**src/rbdi_pkg.sv**
```systemverilog
// Package: offsets, field layout and fixed codes of the register block decoder
package rbdi_pkg;
  localparam int ADDR_W = 16;
  localparam int OFFS_W = 10;
  localparam logic [7:0] RESERVED_READ = 8'h00;
  localparam logic [7:0] UNPRED_READ = 8'h00;
  localparam logic [9:0] OFF_BASE = 10'h011;
  localparam logic [9:0] OFF_ID_HIGH = 10'h01a;
  localparam logic [9:0] OFF_ID_LOW = 10'h01b;
  localparam logic [9:0] OFF_MEM_A = 10'h01c;
  localparam logic [9:0] OFF_MEM_B = 10'h01d;
  localparam logic [9:0] OFF_MAP_END = 10'h040;
  localparam int RESERVED_COUNT = 8;
  localparam logic [9:0] RESERVED_LIST [RESERVED_COUNT] = '{
    10'h004, 10'h005, 10'h006, 10'h007, 10'h00f, 10'h018, 10'h019, 10'h031};
  localparam int FACTORY_COUNT = 7;
  localparam logic [9:0] FACTORY_LIST [FACTORY_COUNT] = '{
    10'h014, 10'h015, 10'h016, 10'h017, 10'h036, 10'h03d, 10'h03e};
  localparam logic [3:0] BASE_RESET = 4'h0;
  localparam int BASE_LSB = 3;
  localparam int BASE_MSB = 6;
  localparam int ADDR_BASE_LSB = 11;
  localparam int ADDR_BASE_MSB = 15;
  localparam int ADDR_WIN_BIT = 10;
  // Identity fields, arbitrary values
  localparam logic [3:0] ID_MAJOR_FAMILY = 4'h1;
  localparam logic [3:0] ID_MINOR_FAMILY = 4'h2;
  localparam logic [3:0] ID_MAJOR_MASK = 4'h3;
  localparam logic [3:0] ID_MINOR_MASK = 4'h4;
  localparam logic [0:0] REGBLOCK_SIZE_CODE = 1'h0;
  localparam logic [2:0] RAM_SIZE_CODE = 3'h0;
  localparam logic [1:0] CALRAM_SIZE_CODE = 2'h1;
  localparam logic [1:0] ROM_MAPPING_CODE = 2'h3;
  localparam logic [1:0] PAGING_SPACE_CODE = 2'h3;
  typedef enum logic [2:0] {
    RBDI_KIND_NONE, RBDI_KIND_RESERVED, RBDI_KIND_FACTORY, RBDI_KIND_UNIMPL, RBDI_KIND_LIVE
  } rbdi_kind_e;
endpackage

```
**src/rbdi_class.sv**
```systemverilog
`timescale 1ns/1ns
// Offset classifier: reserved and factory-test slots
module rbdi_class (
  input wire logic [9:0] offset_in,
  output logic reserved_out,
  output logic factory_out
);
  logic [rbdi_pkg::RESERVED_COUNT-1:0] rsv_hit;
  logic [rbdi_pkg::FACTORY_COUNT-1:0] fac_hit;
  genvar i;
  generate
    for (i = 0; i < rbdi_pkg::RESERVED_COUNT; i++) begin : g_rsv
      assign rsv_hit[i] = (offset_in == rbdi_pkg::RESERVED_LIST[i]);
    end
    for (i = 0; i < rbdi_pkg::FACTORY_COUNT; i++) begin : g_fac
      assign fac_hit[i] = (offset_in == rbdi_pkg::FACTORY_LIST[i]);
    end
  endgenerate
  assign reserved_out = |rsv_hit;
  assign factory_out = |fac_hit;
endmodule // rbdi_class

```
**src/rbdi_identity.sv**
```systemverilog
`timescale 1ns/1ns
// Constant identity and memory-size bytes
module rbdi_identity (
  output logic [15:0] chip_identity_out,
  output logic [7:0] memory_size_info_a_out,
  output logic [7:0] memory_size_info_b_out
);
  assign chip_identity_out = {rbdi_pkg::ID_MAJOR_FAMILY, rbdi_pkg::ID_MINOR_FAMILY,
                              rbdi_pkg::ID_MAJOR_MASK, rbdi_pkg::ID_MINOR_MASK};
  assign memory_size_info_a_out = {rbdi_pkg::REGBLOCK_SIZE_CODE, 1'b0,
                                   rbdi_pkg::CALRAM_SIZE_CODE, 1'b0,
                                   rbdi_pkg::RAM_SIZE_CODE};
  assign memory_size_info_b_out = {rbdi_pkg::ROM_MAPPING_CODE, 4'h0,
                                   rbdi_pkg::PAGING_SPACE_CODE};
endmodule // rbdi_identity

```
**src/rbdi_top.sv**
```systemverilog
// Register block decoder with base relocation and identity bytes
// Behaviour
// Block relocates to any 2K boundary below 32K via four base bits.
// Upper five block address bits come from the base register; code takes bits 14:11 from it and compares bit 15 to zero.
// Block spans 1K; register address is base plus offset.
// Reserved slots read zero; writes change nothing.
// Unimplemented slots read a fixed value; writes have no effect.
// Factory-test slots read fixed value; writes ignored in normal modes.
// Software in special modes should not write factory-test slots.
// Sixteen-bit identity readable as two bytes anytime; writes ignored.
// Identity packs family, minor family, major and minor mask fields.
// Software must not use identity low nibble for identification.
// Two memory-size bytes report the fixed strapped configuration.
// Access claimed only when top address bits match and offset in window.
`timescale 1ns/1ns
module rbdi_top (
  input wire logic ref_clk_in,
  input wire logic rst_in,
  input wire logic bus_valid_in,
  input wire logic bus_write_in,
  input wire logic [15:0] bus_addr_in,
  input wire logic [7:0] bus_wdata_in,
  input wire logic special_mode_in,
  output logic bus_claim_out,
  output logic [7:0] bus_rdata_out,
  output logic bus_rvalid_out,
  output logic [3:0] base_select_out,
  output logic factory_write_out,
  output logic [9:0] peripheral_offset_out,
  output logic peripheral_sel_out
);
  logic [3:0] base_q;
  logic [7:0] rdata_q;
  logic rvalid_q;
  logic fwr_q;
  logic [9:0] offset;
  logic hit;
  logic is_rsv;
  logic is_fac;
  logic [15:0] ident;
  logic [7:0] mem_a;
  logic [7:0] mem_b;
  rbdi_pkg::rbdi_kind_e kind;
  logic [7:0] rd_d;

  rbdi_class u_class (
    .offset_in(offset),
    .reserved_out(is_rsv),
    .factory_out(is_fac)
  );

  rbdi_identity u_ident (
    .chip_identity_out(ident),
    .memory_size_info_a_out(mem_a),
    .memory_size_info_b_out(mem_b)
  );

  assign offset = bus_addr_in[rbdi_pkg::ADDR_WIN_BIT-1:0];
  // Bit 15 compared against zero keeps the block below 32K
  assign hit = bus_valid_in
    && (bus_addr_in[rbdi_pkg::ADDR_BASE_MSB:rbdi_pkg::ADDR_BASE_LSB] == {1'b0, base_q})
    && !bus_addr_in[rbdi_pkg::ADDR_WIN_BIT];
  assign bus_claim_out = hit;

  always_comb begin
    kind = rbdi_pkg::RBDI_KIND_NONE;
    if (hit) begin
      if (is_rsv) begin
        kind = rbdi_pkg::RBDI_KIND_RESERVED;
      end else if (is_fac) begin
        kind = rbdi_pkg::RBDI_KIND_FACTORY;
      end else if (offset >= rbdi_pkg::OFF_MAP_END) begin
        kind = rbdi_pkg::RBDI_KIND_UNIMPL;
      end else begin
        kind = rbdi_pkg::RBDI_KIND_LIVE;
      end
    end
  end

  // Offsets below the map end not owned here go to the peripheral bus
  always_comb begin
    peripheral_sel_out = 1'b0;
    if (kind == rbdi_pkg::RBDI_KIND_LIVE) begin
      peripheral_sel_out = !(offset == rbdi_pkg::OFF_BASE || offset == rbdi_pkg::OFF_ID_HIGH
        || offset == rbdi_pkg::OFF_ID_LOW || offset == rbdi_pkg::OFF_MEM_A
        || offset == rbdi_pkg::OFF_MEM_B);
    end
  end
  assign peripheral_offset_out = offset;

  always_comb begin
    rd_d = rbdi_pkg::RESERVED_READ;
    unique case (kind)
      rbdi_pkg::RBDI_KIND_NONE: rd_d = rbdi_pkg::RESERVED_READ;
      rbdi_pkg::RBDI_KIND_RESERVED: rd_d = rbdi_pkg::RESERVED_READ;
      rbdi_pkg::RBDI_KIND_FACTORY: rd_d = rbdi_pkg::UNPRED_READ;
      rbdi_pkg::RBDI_KIND_UNIMPL: rd_d = rbdi_pkg::UNPRED_READ;
      rbdi_pkg::RBDI_KIND_LIVE: begin
        if (offset == rbdi_pkg::OFF_BASE) begin
          rd_d = 8'h00;
          rd_d[rbdi_pkg::BASE_MSB:rbdi_pkg::BASE_LSB] = base_q;
        end else if (offset == rbdi_pkg::OFF_ID_HIGH) begin
          rd_d = ident[15:8];
        end else if (offset == rbdi_pkg::OFF_ID_LOW) begin
          rd_d = ident[7:0];
        end else if (offset == rbdi_pkg::OFF_MEM_A) begin
          rd_d = mem_a;
        end else if (offset == rbdi_pkg::OFF_MEM_B) begin
          rd_d = mem_b;
        end
      end
    endcase
  end

  // Only the base register accepts writes; all other owned slots drop them
  always_ff @(posedge ref_clk_in) begin
    if (rst_in) begin
      base_q <= rbdi_pkg::BASE_RESET;
    end else if (kind == rbdi_pkg::RBDI_KIND_LIVE && bus_write_in
                 && offset == rbdi_pkg::OFF_BASE) begin
      base_q <= bus_wdata_in[rbdi_pkg::BASE_MSB:rbdi_pkg::BASE_LSB];
    end
  end
  assign base_select_out = base_q;

  always_ff @(posedge ref_clk_in) begin
    if (rst_in) begin
      rdata_q <= 8'h00;
      rvalid_q <= 1'b0;
    end else begin
      rvalid_q <= hit && !bus_write_in;
      if (hit && !bus_write_in) begin
        rdata_q <= rd_d;
      end
    end
  end
  assign bus_rdata_out = rdata_q;
  assign bus_rvalid_out = rvalid_q;

  // Flags a special-mode factory write; normal-mode writes are silent
  always_ff @(posedge ref_clk_in) begin
    if (rst_in) begin
      fwr_q <= 1'b0;
    end else begin
      fwr_q <= kind == rbdi_pkg::RBDI_KIND_FACTORY && bus_write_in && special_mode_in;
    end
  end
  assign factory_write_out = fwr_q;
endmodule // rbdi_top

```
**config.mk**
```make
export PLATFORM = sky130hd
export DESIGN_NAME = rbdi_top
export DESIGN_NICKNAME = d
export VERILOG_FILES = /design/src/rbdi_pkg.sv /design/src/rbdi_class.sv /design/src/rbdi_identity.sv /design/src/rbdi_top.sv
export SDC_FILE = /design/constraint.sdc
export NUM_CORES = 1
export LEC_CHECK = 0
export ABC_AREA = 1
export BUFFER_PORTS_ARGS = -buffer_cell sky130_fd_sc_hd__buf_2
export CAP_MARGIN = 0
export CORE_ASPECT_RATIO = 0.6
export CORE_MARGIN = 2
export CORE_UTILIZATION = 40
export CTS_BUF_LIST = sky130_fd_sc_hd__clkbuf_8
export CTS_CLUSTER_DIAMETER = 150
export DETAILED_ROUTE_END_ITERATION = 10
export PLACE_DENSITY = 0.73
export SKIP_CTS_REPAIR_TIMING = 1
export SLEW_MARGIN = 20
export SYNTH_ARGS = -nofsm -noshare
export SYNTH_HDL_FRONTEND = slang
export SYNTH_SLANG_ARGS = --single-unit
export TNS_END_PERCENT = 1
```
**constraint.sdc**
```tcl
create_clock -name ref_clk_in -period 1.85 [get_ports ref_clk_in]
set_clock_uncertainty 0.2 [all_clocks]
set_input_delay 0.2775 -clock ref_clk_in [delete_from_list [all_inputs] [get_ports ref_clk_in]]
set_output_delay 0.2775 -clock ref_clk_in [all_outputs]
set_load 0.02 [all_outputs]
```
Yosys cells after proc, flatten, opt, wreduce, memory -nomap -nowiden
Cells that the tools add are included.

Flip-flop bits (word level): 14. Output and inout port bits: 26. Bits of input ports: 29.

Mux-type cells: 11. Reduce and logical (&&, ||, !) cells: 18. Equal/unequal tests: 25. Order comparisons: 1.

Operators with widths (count): equality test 10 x 5 -> 1 bit (second input constant) (11); equality test 10 x 3 -> 1 bit (second input constant) (4); equality test 10 x 6 -> 1 bit (second input constant) (4); two-way mux 8 bit (5); one-hot mux 8 bit (2 select lines) (1); two-way mux 3 bit (4); equality test 10 x 4 -> 1 bit (second input constant) (1); greater-or-equal comparator 10 x 7 -> 1 bit (second input constant) (1); OR reduction 8 bit (1); logical AND 1 bit (7); OR reduction 7 bit (1); equality test 3 x 2 -> 1 bit (second input constant) (2); equality test 5 x 4 -> 1 bit (1); logical OR 1 bit (4); OR reduction 4 bit (1); equality test 3 x 1 -> 1 bit (second input constant) (1); equality test 3 bit (second input constant) (1); logical NOT 1 bit (3); logical NOT 3 bit (1); two-way mux 1 bit (1).

Depth between registers and ports, before layout
Gate-level depths: netlist of run 1.

Depth in word-level cells: 8. Mapped depth: 11. Depth with buffers taken out: 11.

Cells and area by module
Synthesis of run 1 repeated with hierarchy kept, for this count alone.

Cells, all modules: 273. Area, all modules: 1599.0 um2.

Modules (own cells, without submodules): rbdi_top (times used 1, cells an instance 212, area an instance 1229.9 um2); rbdi_identity (times used 1, cells an instance 34, area an instance 247.7 um2); rbdi_class (times used 1, cells an instance 27, area an instance 121.4 um2).

Worst setup path before layout of run 1
No wires, ideal clock.

Path kind: register to output. Start: register base_q[1] (netlist: base_select_out[1]). End: output port peripheral_sel_out. Arrival: 1.549 ns. Slack: -0.176 ns. Path buffers: 0. Cell stages (with the launch flop): 9. Cell sequence: dfxtp_1 -> inv_2 -> nand2_1 -> nand2_1 -> nor2_2 -> nand3_4 -> nor2_8 -> nand2_1 -> nor3_1.

Word-level cells in the longest chain between the ends: 6.

RTL lines: start: declaration (RTL line rbdi_top.sv:32) `logic [3:0] base_q;`; start signal: assignment (RTL line rbdi_top.sv:118) `base_q <= rbdi_pkg::BASE_RESET;`; start signal: assignment (RTL line rbdi_top.sv:121) `base_q <= bus_wdata_in[rbdi_pkg::BASE_MSB:rbdi_pkg::BASE_LSB];`; equality test 5 x 4 -> 1 bit (RTL line rbdi_top.sv:61) `&& (bus_addr_in[rbdi_pkg::ADDR_BASE_MSB:rbdi_pkg::ADDR_BASE_LSB] == {1'b0, base_q})`; logical AND 1 bit (RTL line rbdi_top.sv:61); logical AND 1 bit (RTL line rbdi_top.sv:62) `&& !bus_addr_in[rbdi_pkg::ADDR_WIN_BIT];`; two-way mux 3 bit (RTL line rbdi_top.sv:67) `if (hit) begin`; equality test 3 bit (RTL line rbdi_top.sv:83) `if (kind == rbdi_pkg::RBDI_KIND_LIVE) begin`; two-way mux 1 bit (RTL line rbdi_top.sv:83); end: declaration (RTL line rbdi_top.sv:30) `output logic peripheral_sel_out`.

No other way between the ends.

Worst setup path in the final report of run 1
Same ends and word-level chain as after synthesis.

==> reports/summary.txt, run 1 <==
Routed Antenna Nets - 0
Clock slew at reported path FFs - 0.06 ns
Crit share post-route - 104%
Syn nets - 189
GRT Residual Overflow - 0
Combinational power share - 19.9%
Maximum vdd ir drop - 0.392 mV
Seq/Total Area, Yosys - 25.0%
Post-route setup slack - -0.0662 ns
Count of final setup violators - 1
Placed Cells - 236
Relative slew slack - 83.1%
Initial Util - 41.9%
Failing checks - setup timing
Hold Violations, Final - 0
Antenna violations before repair - 0
Worst min-delay path category - input pin to register
Avg Inst Size Synth - 6.51 um2
Yosys reg bits - 13
Post-Synthesis Cells - 160
Largest area contributor in the netlist - dfxtp_1
Hold WS - 0.0557 ns
Synth Cell Area - 1040 um2
WL/cell - 10.2 um
Main flop type after synthesis - dfxtp_1
Layout cells sized above 1 - 46.7%
Flop pwr share - 42.2%
Core area - 2490 um2
Power Density - 465 nW/um2
Switching portion of total power - 27.9%
Number of library cell types mapped by synthesis - 21
CP Capture Type - primary output
Synth top area share - 25.0%
Boundary Pins - 55
Site Rows - 14
Required @ worst endpoint - 1.37 ns
Top post-synthesis cells by area - dfxtp_1 25%, nand2_1 14%, buf_4 7.9%
Clk pwr share - 37.9%
DP HPWL - 2070 um
Clock buffer depth - 2
Type of the worst setup path - register to primary output
Max Cap Viol - 0
Psw - 0.184 mW
Worst Path Arrival - 1.44 ns
Max Clock Freq - 522 MHz
Routed WL - 2480 um
Largest net degree at the start of global routing - 9
Placed Area - 1310 um2
Leakage - 0.838 nW
Clk sink count - 13
DR pass1 iterations - 4
Vias per Instance - 4.56
Via count - 1103
CP Launch Type - register
Total GRT Usage - 16.8%
P&R area growth vs syn - 36.4%
Vias in the first global route - 934
Design Area, Final - 1420 um2
Fraction of registers with async set/reset - 0%
Gpl congestion - 0.829
Non-Filler Instances - 242
Yosys warns - 0
Worst Tran Pin Value - 0.254 ns
Internal Power - 0.476 mW
Inserted Clock Buffers - 3
Worst-Skew Late Latency - 0.25 ns
Most frequent cell after synthesis - nand2_1
Diode count - 0
Wire length of the first global-routing pass - 3990 um
Setup tns final - -0.0662 ns
Die Ht - 43.5 um
Final Max Slew Viols - 0
TritonCTS clock tree - done
Number of flops mapped to enable cells by yosys - 0
Maximum fanout along the worst path - 4
DR iter-0 viols - 38
Root buffer cell - clkbuf_8
RSZ-0062 raised after global routing - yes
IO Port Bufs - 50
Fin crit period - 1.92 ns
Outcome - finished, violations left
Drt drc - 0
Width of the die - 69.9 um
H-Tree Depth - 1
Synth cell count leaders - 40 x nand2_1, 20 x inv_1, 19 x nor2_1
Nets - 240
Die area - 3040 um2
## cells by family (layout without fill, tap and decap cells)
kind of cell	Yosys count	count (layout)	synth area share, %
buf+inv	37	87	17.3
xor+xnor	1	1	0.840
simple gates	100	100	52.6
compound gates	9	9	4.32
flops	13	13	25.0
## cells in the final DEF (no fill, tap or decap), types with 2 or more instances in the layout
cell type,synthesis,layout
nor2_1,19,19
dfxtp_1,13,10
buf_2,0,48
nor2_4,3,5
nor2_8,2,2
nand2_2,2,6
a21oi_1,6,6
clkbuf_8,0,3
nand4_1,7,7
nand2_4,3,4
dfxtp_2,0,2
inv_2,6,7
nand3_1,10,10
o21ai_0,2,2
buf_4,11,7
nand2_1,40,35
inv_1,20,20
nand3_4,2,2
nor2_2,8,6
## sequential cells by signal, indices dropped and copies added, names as in the netlist
name and cells:
base_select_out 4, bus_rdata_out 7, bus_rvalid_out 1, factory_write_out 1
## area by class of cell
| cell class | instances | area, um2 |
|---|---|---|
| sequential | 13 | 267 |
| multi-input combinational | 110 | 648 |
| clock inverter | 1 | 3.75 |
| timing repair buffer | 57 | 324 |
| inverter | 26 | 97.6 |
| tap | 32 | 40.0 |
| fill | 241 | 1070 |
| clock buffer | 3 | 41.3 |
## path summary, 6_finish.rpt
path / cells after the start / slack, ns / startpoint / end
min: 3 / 0.06 / bus_wdata_in[3] / base_select_out[0]$_SDFFE_PP0P_
min reg2reg: 2 / 0.27 / bus_rdata_out[2]$_SDFFE_PP0P_ / bus_rdata_out[2]$_SDFFE_PP0P_
max reg2reg: 11 / 0.12 / base_select_out[1]$_SDFFE_PP0P_ / base_select_out[1]$_SDFFE_PP0P_
max: 9 / -0.07 / base_select_out[1]$_SDFFE_PP0P_ / peripheral_sel_out
## critical path: stages, from the launching register on
cell     delay (ns)
dfxtp_4        0.36
inv_2          0.04
nand2_1        0.04
nand2_1        0.08
nor2_4         0.11
nand3_4        0.11
nor2_8         0.14
nand2_4        0.06
nor3_4         0.11
buf_6          0.14
## metrics by stage
step / worst slack, ns / total power, mW / util, %
after global routing: -0.147 / 0.695 / 57.1
final: -0.0662 / 0.660 / 57.1
after CTS: -0.218 / 0.661 / 54.5
after detailed placement: 0.0000759 / 0.412 / 52.7
after global placement: 0.0184 / 0.410 / 52.7
after floorplan: 0.0363 / 0.366 / -
## metal layers
metal  up-vias  global-route usage (%)  wire length, um
met2        51                    25.5             1040
met3         2                    5.12              235
met4         0                    2.31               13
met5         -                       0                0
met1       462                    24.3             1190
li1        588                       -                -
## power by group through the flow
stage               Clock (mW)  Sequential, mW  Combinational (mW)
floorplan                    0           0.286              0.0796
global placement             0           0.286               0.124
detailed placement           0           0.286               0.125
CTS                      0.255           0.280               0.126
global route             0.271           0.278               0.145
finish                   0.250           0.279               0.132
(Power assumes the default switching activity.)
==> run 2: changes to the inputs <==
--- a/config.mk
+++ b/config.mk
@@ -14,7 +14,8 @@
 export CTS_BUF_LIST = sky130_fd_sc_hd__clkbuf_8
 export CTS_CLUSTER_DIAMETER = 150
 export DETAILED_ROUTE_END_ITERATION = 10
-export PLACE_DENSITY = 0.73
+export PLACE_DENSITY_LB_ADDON = 0.25
+export RECOVER_POWER = 50
 export SKIP_CTS_REPAIR_TIMING = 1
 export SLEW_MARGIN = 20
 export SYNTH_ARGS = -nofsm -noshare
==> run 2 against run 1 <==
Net effect: critical path depth is the same; via count shrank 0.45%; highest routed layer unchanged; first-iteration DRC count shrank 2.6%; design area shrank 3.5%; routed wire length grew 1.5%; worst setup slack lost 0.045 ns; worst hold slack lost 0.0046 ns; count of clock-buffer cells in the layout is the same; flip-flop and latch count is the same; register-to-register slack gained 0.11 ns; the run still ends with setup timing left; global-route usage shrank 0.27 points; total power shrank 0.79%.
==> reports/summary.txt, run 2 (synthesis results as in run 1) <==
Outcome - finished, violations left
Failing checks - setup timing
Total GRT Usage - 16.5%
Relative slew slack - 82.6%
Final Max Slew Viols - 0
Util after Layout - 55.1%
Vias in the first global route - 948
R2R depth - 12
Inserted Clock Buffers - 3
Gpl congestion - 0.807
Initial Util - 41.9%
Hold WS - 0.0511 ns
RSZ-0062 raised after global routing - yes
Root buffer cell - clkbuf_8
Width of the die - 69.9 um
Type of the worst setup path - register to primary output
Die Ht - 43.5 um
Worst Tran Pin Value - 0.260 ns
Required @ worst endpoint - 1.37 ns
IO Port Bufs - 50
Max Clock Freq - 510 MHz
Most frequent cells in the layout - 39 x nand2_1, 30 x buf_2, 20 x inv_1, 19 x nor2_1, 18 x clkbuf_1
Max Cap Viol - 0
Post-route setup slack - -0.111 ns
Leakage - 0.771 nW
Worst-Skew Late Latency - 0.25 ns
Count of final setup violators - 1
Routed Antenna Nets - 0
Crit share post-route - 106%
Wire length of the first global-routing pass - 4010 um
Die area - 3040 um2
Maximum fanout along the worst path - 4
Vias per Instance - 4.54
Via count - 1098
Clk pwr share - 38.4%
Internal Power - 0.471 mW
CP Launch Type - register
DP HPWL - 2040 um
Antenna violations before repair - 0
Site Rows - 14
Switching portion of total power - 28.2%
Psw - 0.185 mW
WL/cell - 10.4 um
Boundary Pins - 55
TritonCTS clock tree - done
DR iter-0 viols - 37
Design Area, Final - 1370 um2
Flop pwr share - 42.6%
Worst Path Arrival - 1.48 ns
GRT Residual Overflow - 0
Clk sink count - 13
Non-Filler Instances - 242
Fin crit period - 1.96 ns
Diode count - 0
Placed Cells - 236
Routed WL - 2520 um
Power Density - 478 nW/um2
Hold Violations, Final - 0
Setup tns final - -0.111 ns
Max reg flops - 7
Clock slew at reported path FFs - 0.06 ns
Fillers - 249
Placed Area - 1310 um2
Nets - 240
Largest net degree at the start of global routing - 9
H-Tree Depth - 1
Commonest non-fill, non-tap cell in the layout - nand2_1
Clock buffer depth - 2
DR pass1 iterations - 4
Layout cells sized above 1 - 35.7%
P&R area growth vs syn - 31.6%
Combinational power share - 19.0%
CP Capture Type - primary output
Core area - 2490 um2
Worst min-delay path category - input pin to register
Drt drc - 0
Hold path cells - 3
Maximum vdd ir drop - 0.236 mV
run 2: cell count changes in the layout (fill, tap and decap cells not counted), sizes merged:
cell / delta
buf: -18
clkbuf: +18
run 2: final timing paths:
path	start	end	slack [ns]
setup / recovery	base_select_out[1]$_SDFFE_PP0P_	peripheral_sel_out	-0.11
hold / removal	bus_wdata_in[5]	base_select_out[2]$_SDFFE_PP0P_	0.05
setup reg to reg	base_select_out[1]$_SDFFE_PP0P_	bus_rdata_out[5]$_SDFFE_PP0P_	0.23
hold reg to reg	bus_rdata_out[2]$_SDFFE_PP0P_	bus_rdata_out[2]$_SDFFE_PP0P_	0.26
run 2: power by group through the flow:
| stage | logic [mW] | clock network, mW | registers [mW] |
|---|---|---|---|
| global placement | 0.122 | 0 | 0.286 |
| finish | 0.125 | 0.252 | 0.279 |
| CTS | 0.126 | 0.262 | 0.280 |
| global route | 0.137 | 0.273 | 0.278 |
| floorplan | 0.0796 | 0 | 0.286 |
| detailed placement | 0.126 | 0 | 0.286 |
run 2: worst max-delay path, stage by stage (launching register included):
cell and delay (ns):
dfxtp_4 0.36, inv_2 0.04, nand2_1 0.05, nand2_1 0.06
nor2_2 0.12, nand3_4 0.11, nor2_8 0.11, nand2_4 0.06
nor3_4 0.19, buf_6 0.14
run 2: layout make-up:
| type | count | area, um2 | area share, % |
|---|---|---|---|
| tap | 32 | 40.0 | 2.92 |
| sequential | 13 | 267 | 19.4 |
| inverter | 26 | 97.6 | 7.12 |
| timing repair buffer | 57 | 302 | 22.0 |
| clock inverter | 1 | 3.75 | 0.274 |
| multi-input combinational | 110 | 621 | 45.3 |
| clock buffer | 3 | 41.3 | 3.01 |
run 2: stage by stage:
step           total power [mW]  worst slack (ns)
5_1_grt                   0.688            -0.209
6_report                  0.655            -0.111
3_5_place_dp              0.412            0.0149
2_1_floorplan             0.366            0.0363
3_3_place_gp              0.409            0.0295
4_1_cts                   0.668            -0.201
run 2: routing by layer:
metal	vias to the layer above	global-route usage [%]	part of all wire [%]	wire length [um]
li1	587	-	-	-
met2	36	26.7	42	1070
met1	470	22.1	51	1280
met4	0	3.46	0.87	22
met5	-	0	0	0
met3	5	5.35	5.8	146
==> run 3: changes to the inputs <==
--- a/config.mk
+++ b/config.mk
@@ -9,7 +9,6 @@
 export BUFFER_PORTS_ARGS = -buffer_cell sky130_fd_sc_hd__buf_2
 export CAP_MARGIN = 0
 export CORE_ASPECT_RATIO = 0.6
-export CORE_MARGIN = 2
 export CORE_UTILIZATION = 40
 export CTS_BUF_LIST = sky130_fd_sc_hd__clkbuf_8
 export CTS_CLUSTER_DIAMETER = 150
==> run 3 against run 2 <==
Net effect: the flow still finishes with violations (setup timing); non-clock buffer count is 2 lower; critical path type unchanged; largest power group unchanged; core utilization is 2.8 points higher; total power is 0.44% higher; largest cell class unchanged; count of clock-buffer cells in the layout stayed put.
==> reports/summary.txt, run 3 (synthesis results as in run 1) <==
DR iter-0 viols - 35
Gpl congestion - 0.882
Worst Path Arrival - 1.45 ns
Post-route setup slack - -0.0773 ns
Die Ht - 41.5 um
Most frequent cells in the layout - 39 x nand2_1, 30 x buf_2, 20 x inv_1, 19 x nor2_1, 18 x clkbuf_1
TritonCTS clock tree - done
Non-Filler Instances - 238
RR Startpoint - base_select_out[3]$_SDFFE_PP0P_
Max Clock Freq - 519 MHz
Vias in the first global route - 936
Final Max Slew Viols - 0
Failing checks - setup timing
Relative slew slack - 82.6%
Reg2Reg Setup Slack - 0.19 ns
Placed Area - 1300 um2
Vias per Instance - 4.61
Leakage - 0.753 nW
Type of the worst setup path - register to primary output
Core area - 2310 um2
Drt drc - 0
Site Rows - 13
Fin crit period - 1.93 ns
Hold EP - base_select_out[2]$_SDFFE_PP0P_
Clock slew at reported path FFs - 0.06 ns
Width of the die - 67.9 um
Worst min-delay path category - input pin to register
Hold Violations, Final - 0
Nets - 238
RSZ-0062 raised after global routing - yes
R2R depth - 12
Clock buffer depth - 2
Outcome - finished, violations left
CP Capture Type - primary output
Final Power - 0.658 mW
Maximum fanout along the worst path - 3
DP HPWL - 2080 um
Initial Util - 45.1%
Worst Tran Pin Value - 0.259 ns
Routed Antenna Nets - 0
Layout cells sized above 1 - 34.6%
Placed Cells - 234
Boundary Pins - 55
Design Area, Final - 1340 um2
P&R area growth vs syn - 28.3%
Via count - 1097
Commonest non-fill, non-tap cell in the layout - nand2_1
Hold path cells - 3
Diode count - 0
Wire length of the first global-routing pass - 3980 um
Crit share post-route - 104%
Maximum vdd ir drop - 0.200 mV
Max reg flops - 7
Routed WL - 2510 um
Power Density - 492 nW/um2
Required @ worst endpoint - 1.37 ns
DR pass1 iterations - 4
Count of final setup violators - 2
H-Tree Depth - 1
Clk sink count - 13
Hold WS - 0.0501 ns
GRT Residual Overflow - 0
Total GRT Usage - 18.7%
Root buffer cell - clkbuf_8
IO Port Bufs - 50
Die area - 2820 um2
Largest net degree at the start of global routing - 9
Max Cap Viol - 0
Worst-Skew Late Latency - 0.25 ns
Reg2reg end - bus_rdata_out[5]$_SDFFE_PP0P_
WL/cell - 10.5 um
Hold path start - bus_wdata_in[5]
Antenna violations before repair - 0
Setup tns final - -0.100 ns
Inserted Clock Buffers - 3
CP Launch Type - register
-- run 3: cell types whose count changed in the layout (fill, tap and decap cells not counted) --
cell	previous run	this run
buf_12	1	0
dfxtp_1	10	11
buf_4	7	6
dfxtp_4	1	0
-- run 3: final cells by class --
cell class	instances	area, um2
clock buffers	3	41.3
clock inverters	1	3.75
fillers	238	972
inverters	26	97.6
multi-input cells	110	621
flip-flops and latches	13	263
well taps	30	37.5
repair buffers	55	274
-- run 3: worst max-delay path by stage --
stage,start,endpoint,cells past startpoint
2_1_floorplan,base_select_out[1]$_SDFFE_PP0P_,peripheral_sel_out,8
3_3_place_gp,bus_addr_in[7],peripheral_sel_out,10
3_5_place_dp,bus_addr_in[7],peripheral_sel_out,10
4_1_cts,base_select_out[1]$_SDFFE_PP0P_,peripheral_sel_out,9
5_1_grt,base_select_out[0]$_SDFFE_PP0P_,peripheral_sel_out,9
6_report,base_select_out[3]$_SDFFE_PP0P_,peripheral_sel_out,9
-- run 3: power by group --
group | internal, mW | switching [mW]
combinational | 0.0438 | 0.0786
sequential | 0.280 | 0.00000914
clock | 0.147 | 0.109
total | 0.471 | 0.187
-- run 3: metrics by stage --
stage               utilization, %  worst slack, ns
finish                        57.9          -0.0773
global route                  57.9           -0.179
CTS                           58.1           -0.184
detailed placement            56.1          -0.0110
global placement              56.1           0.0122
floorplan                        -           0.0363
-- run 3: critical path, cell delays in order, from the launching register on --
cell	delay, ns
dfxtp_1	0.36
inv_2	0.05
nand2_1	0.05
nand2_1	0.07
nor2_2	0.13
nand3_4	0.11
nor2_8	0.11
nand2_4	0.06
nor3_4	0.12
buf_6	0.14
-- run 3: routing by layer --
layer  part of all wire, %  wire, um  GRT usage [%]
met5                     0         0              0
met4                  0.96        24           2.50
met3                   6.2       155           5.77
met2                    43      1090           28.3
met1                    50      1240           26.4
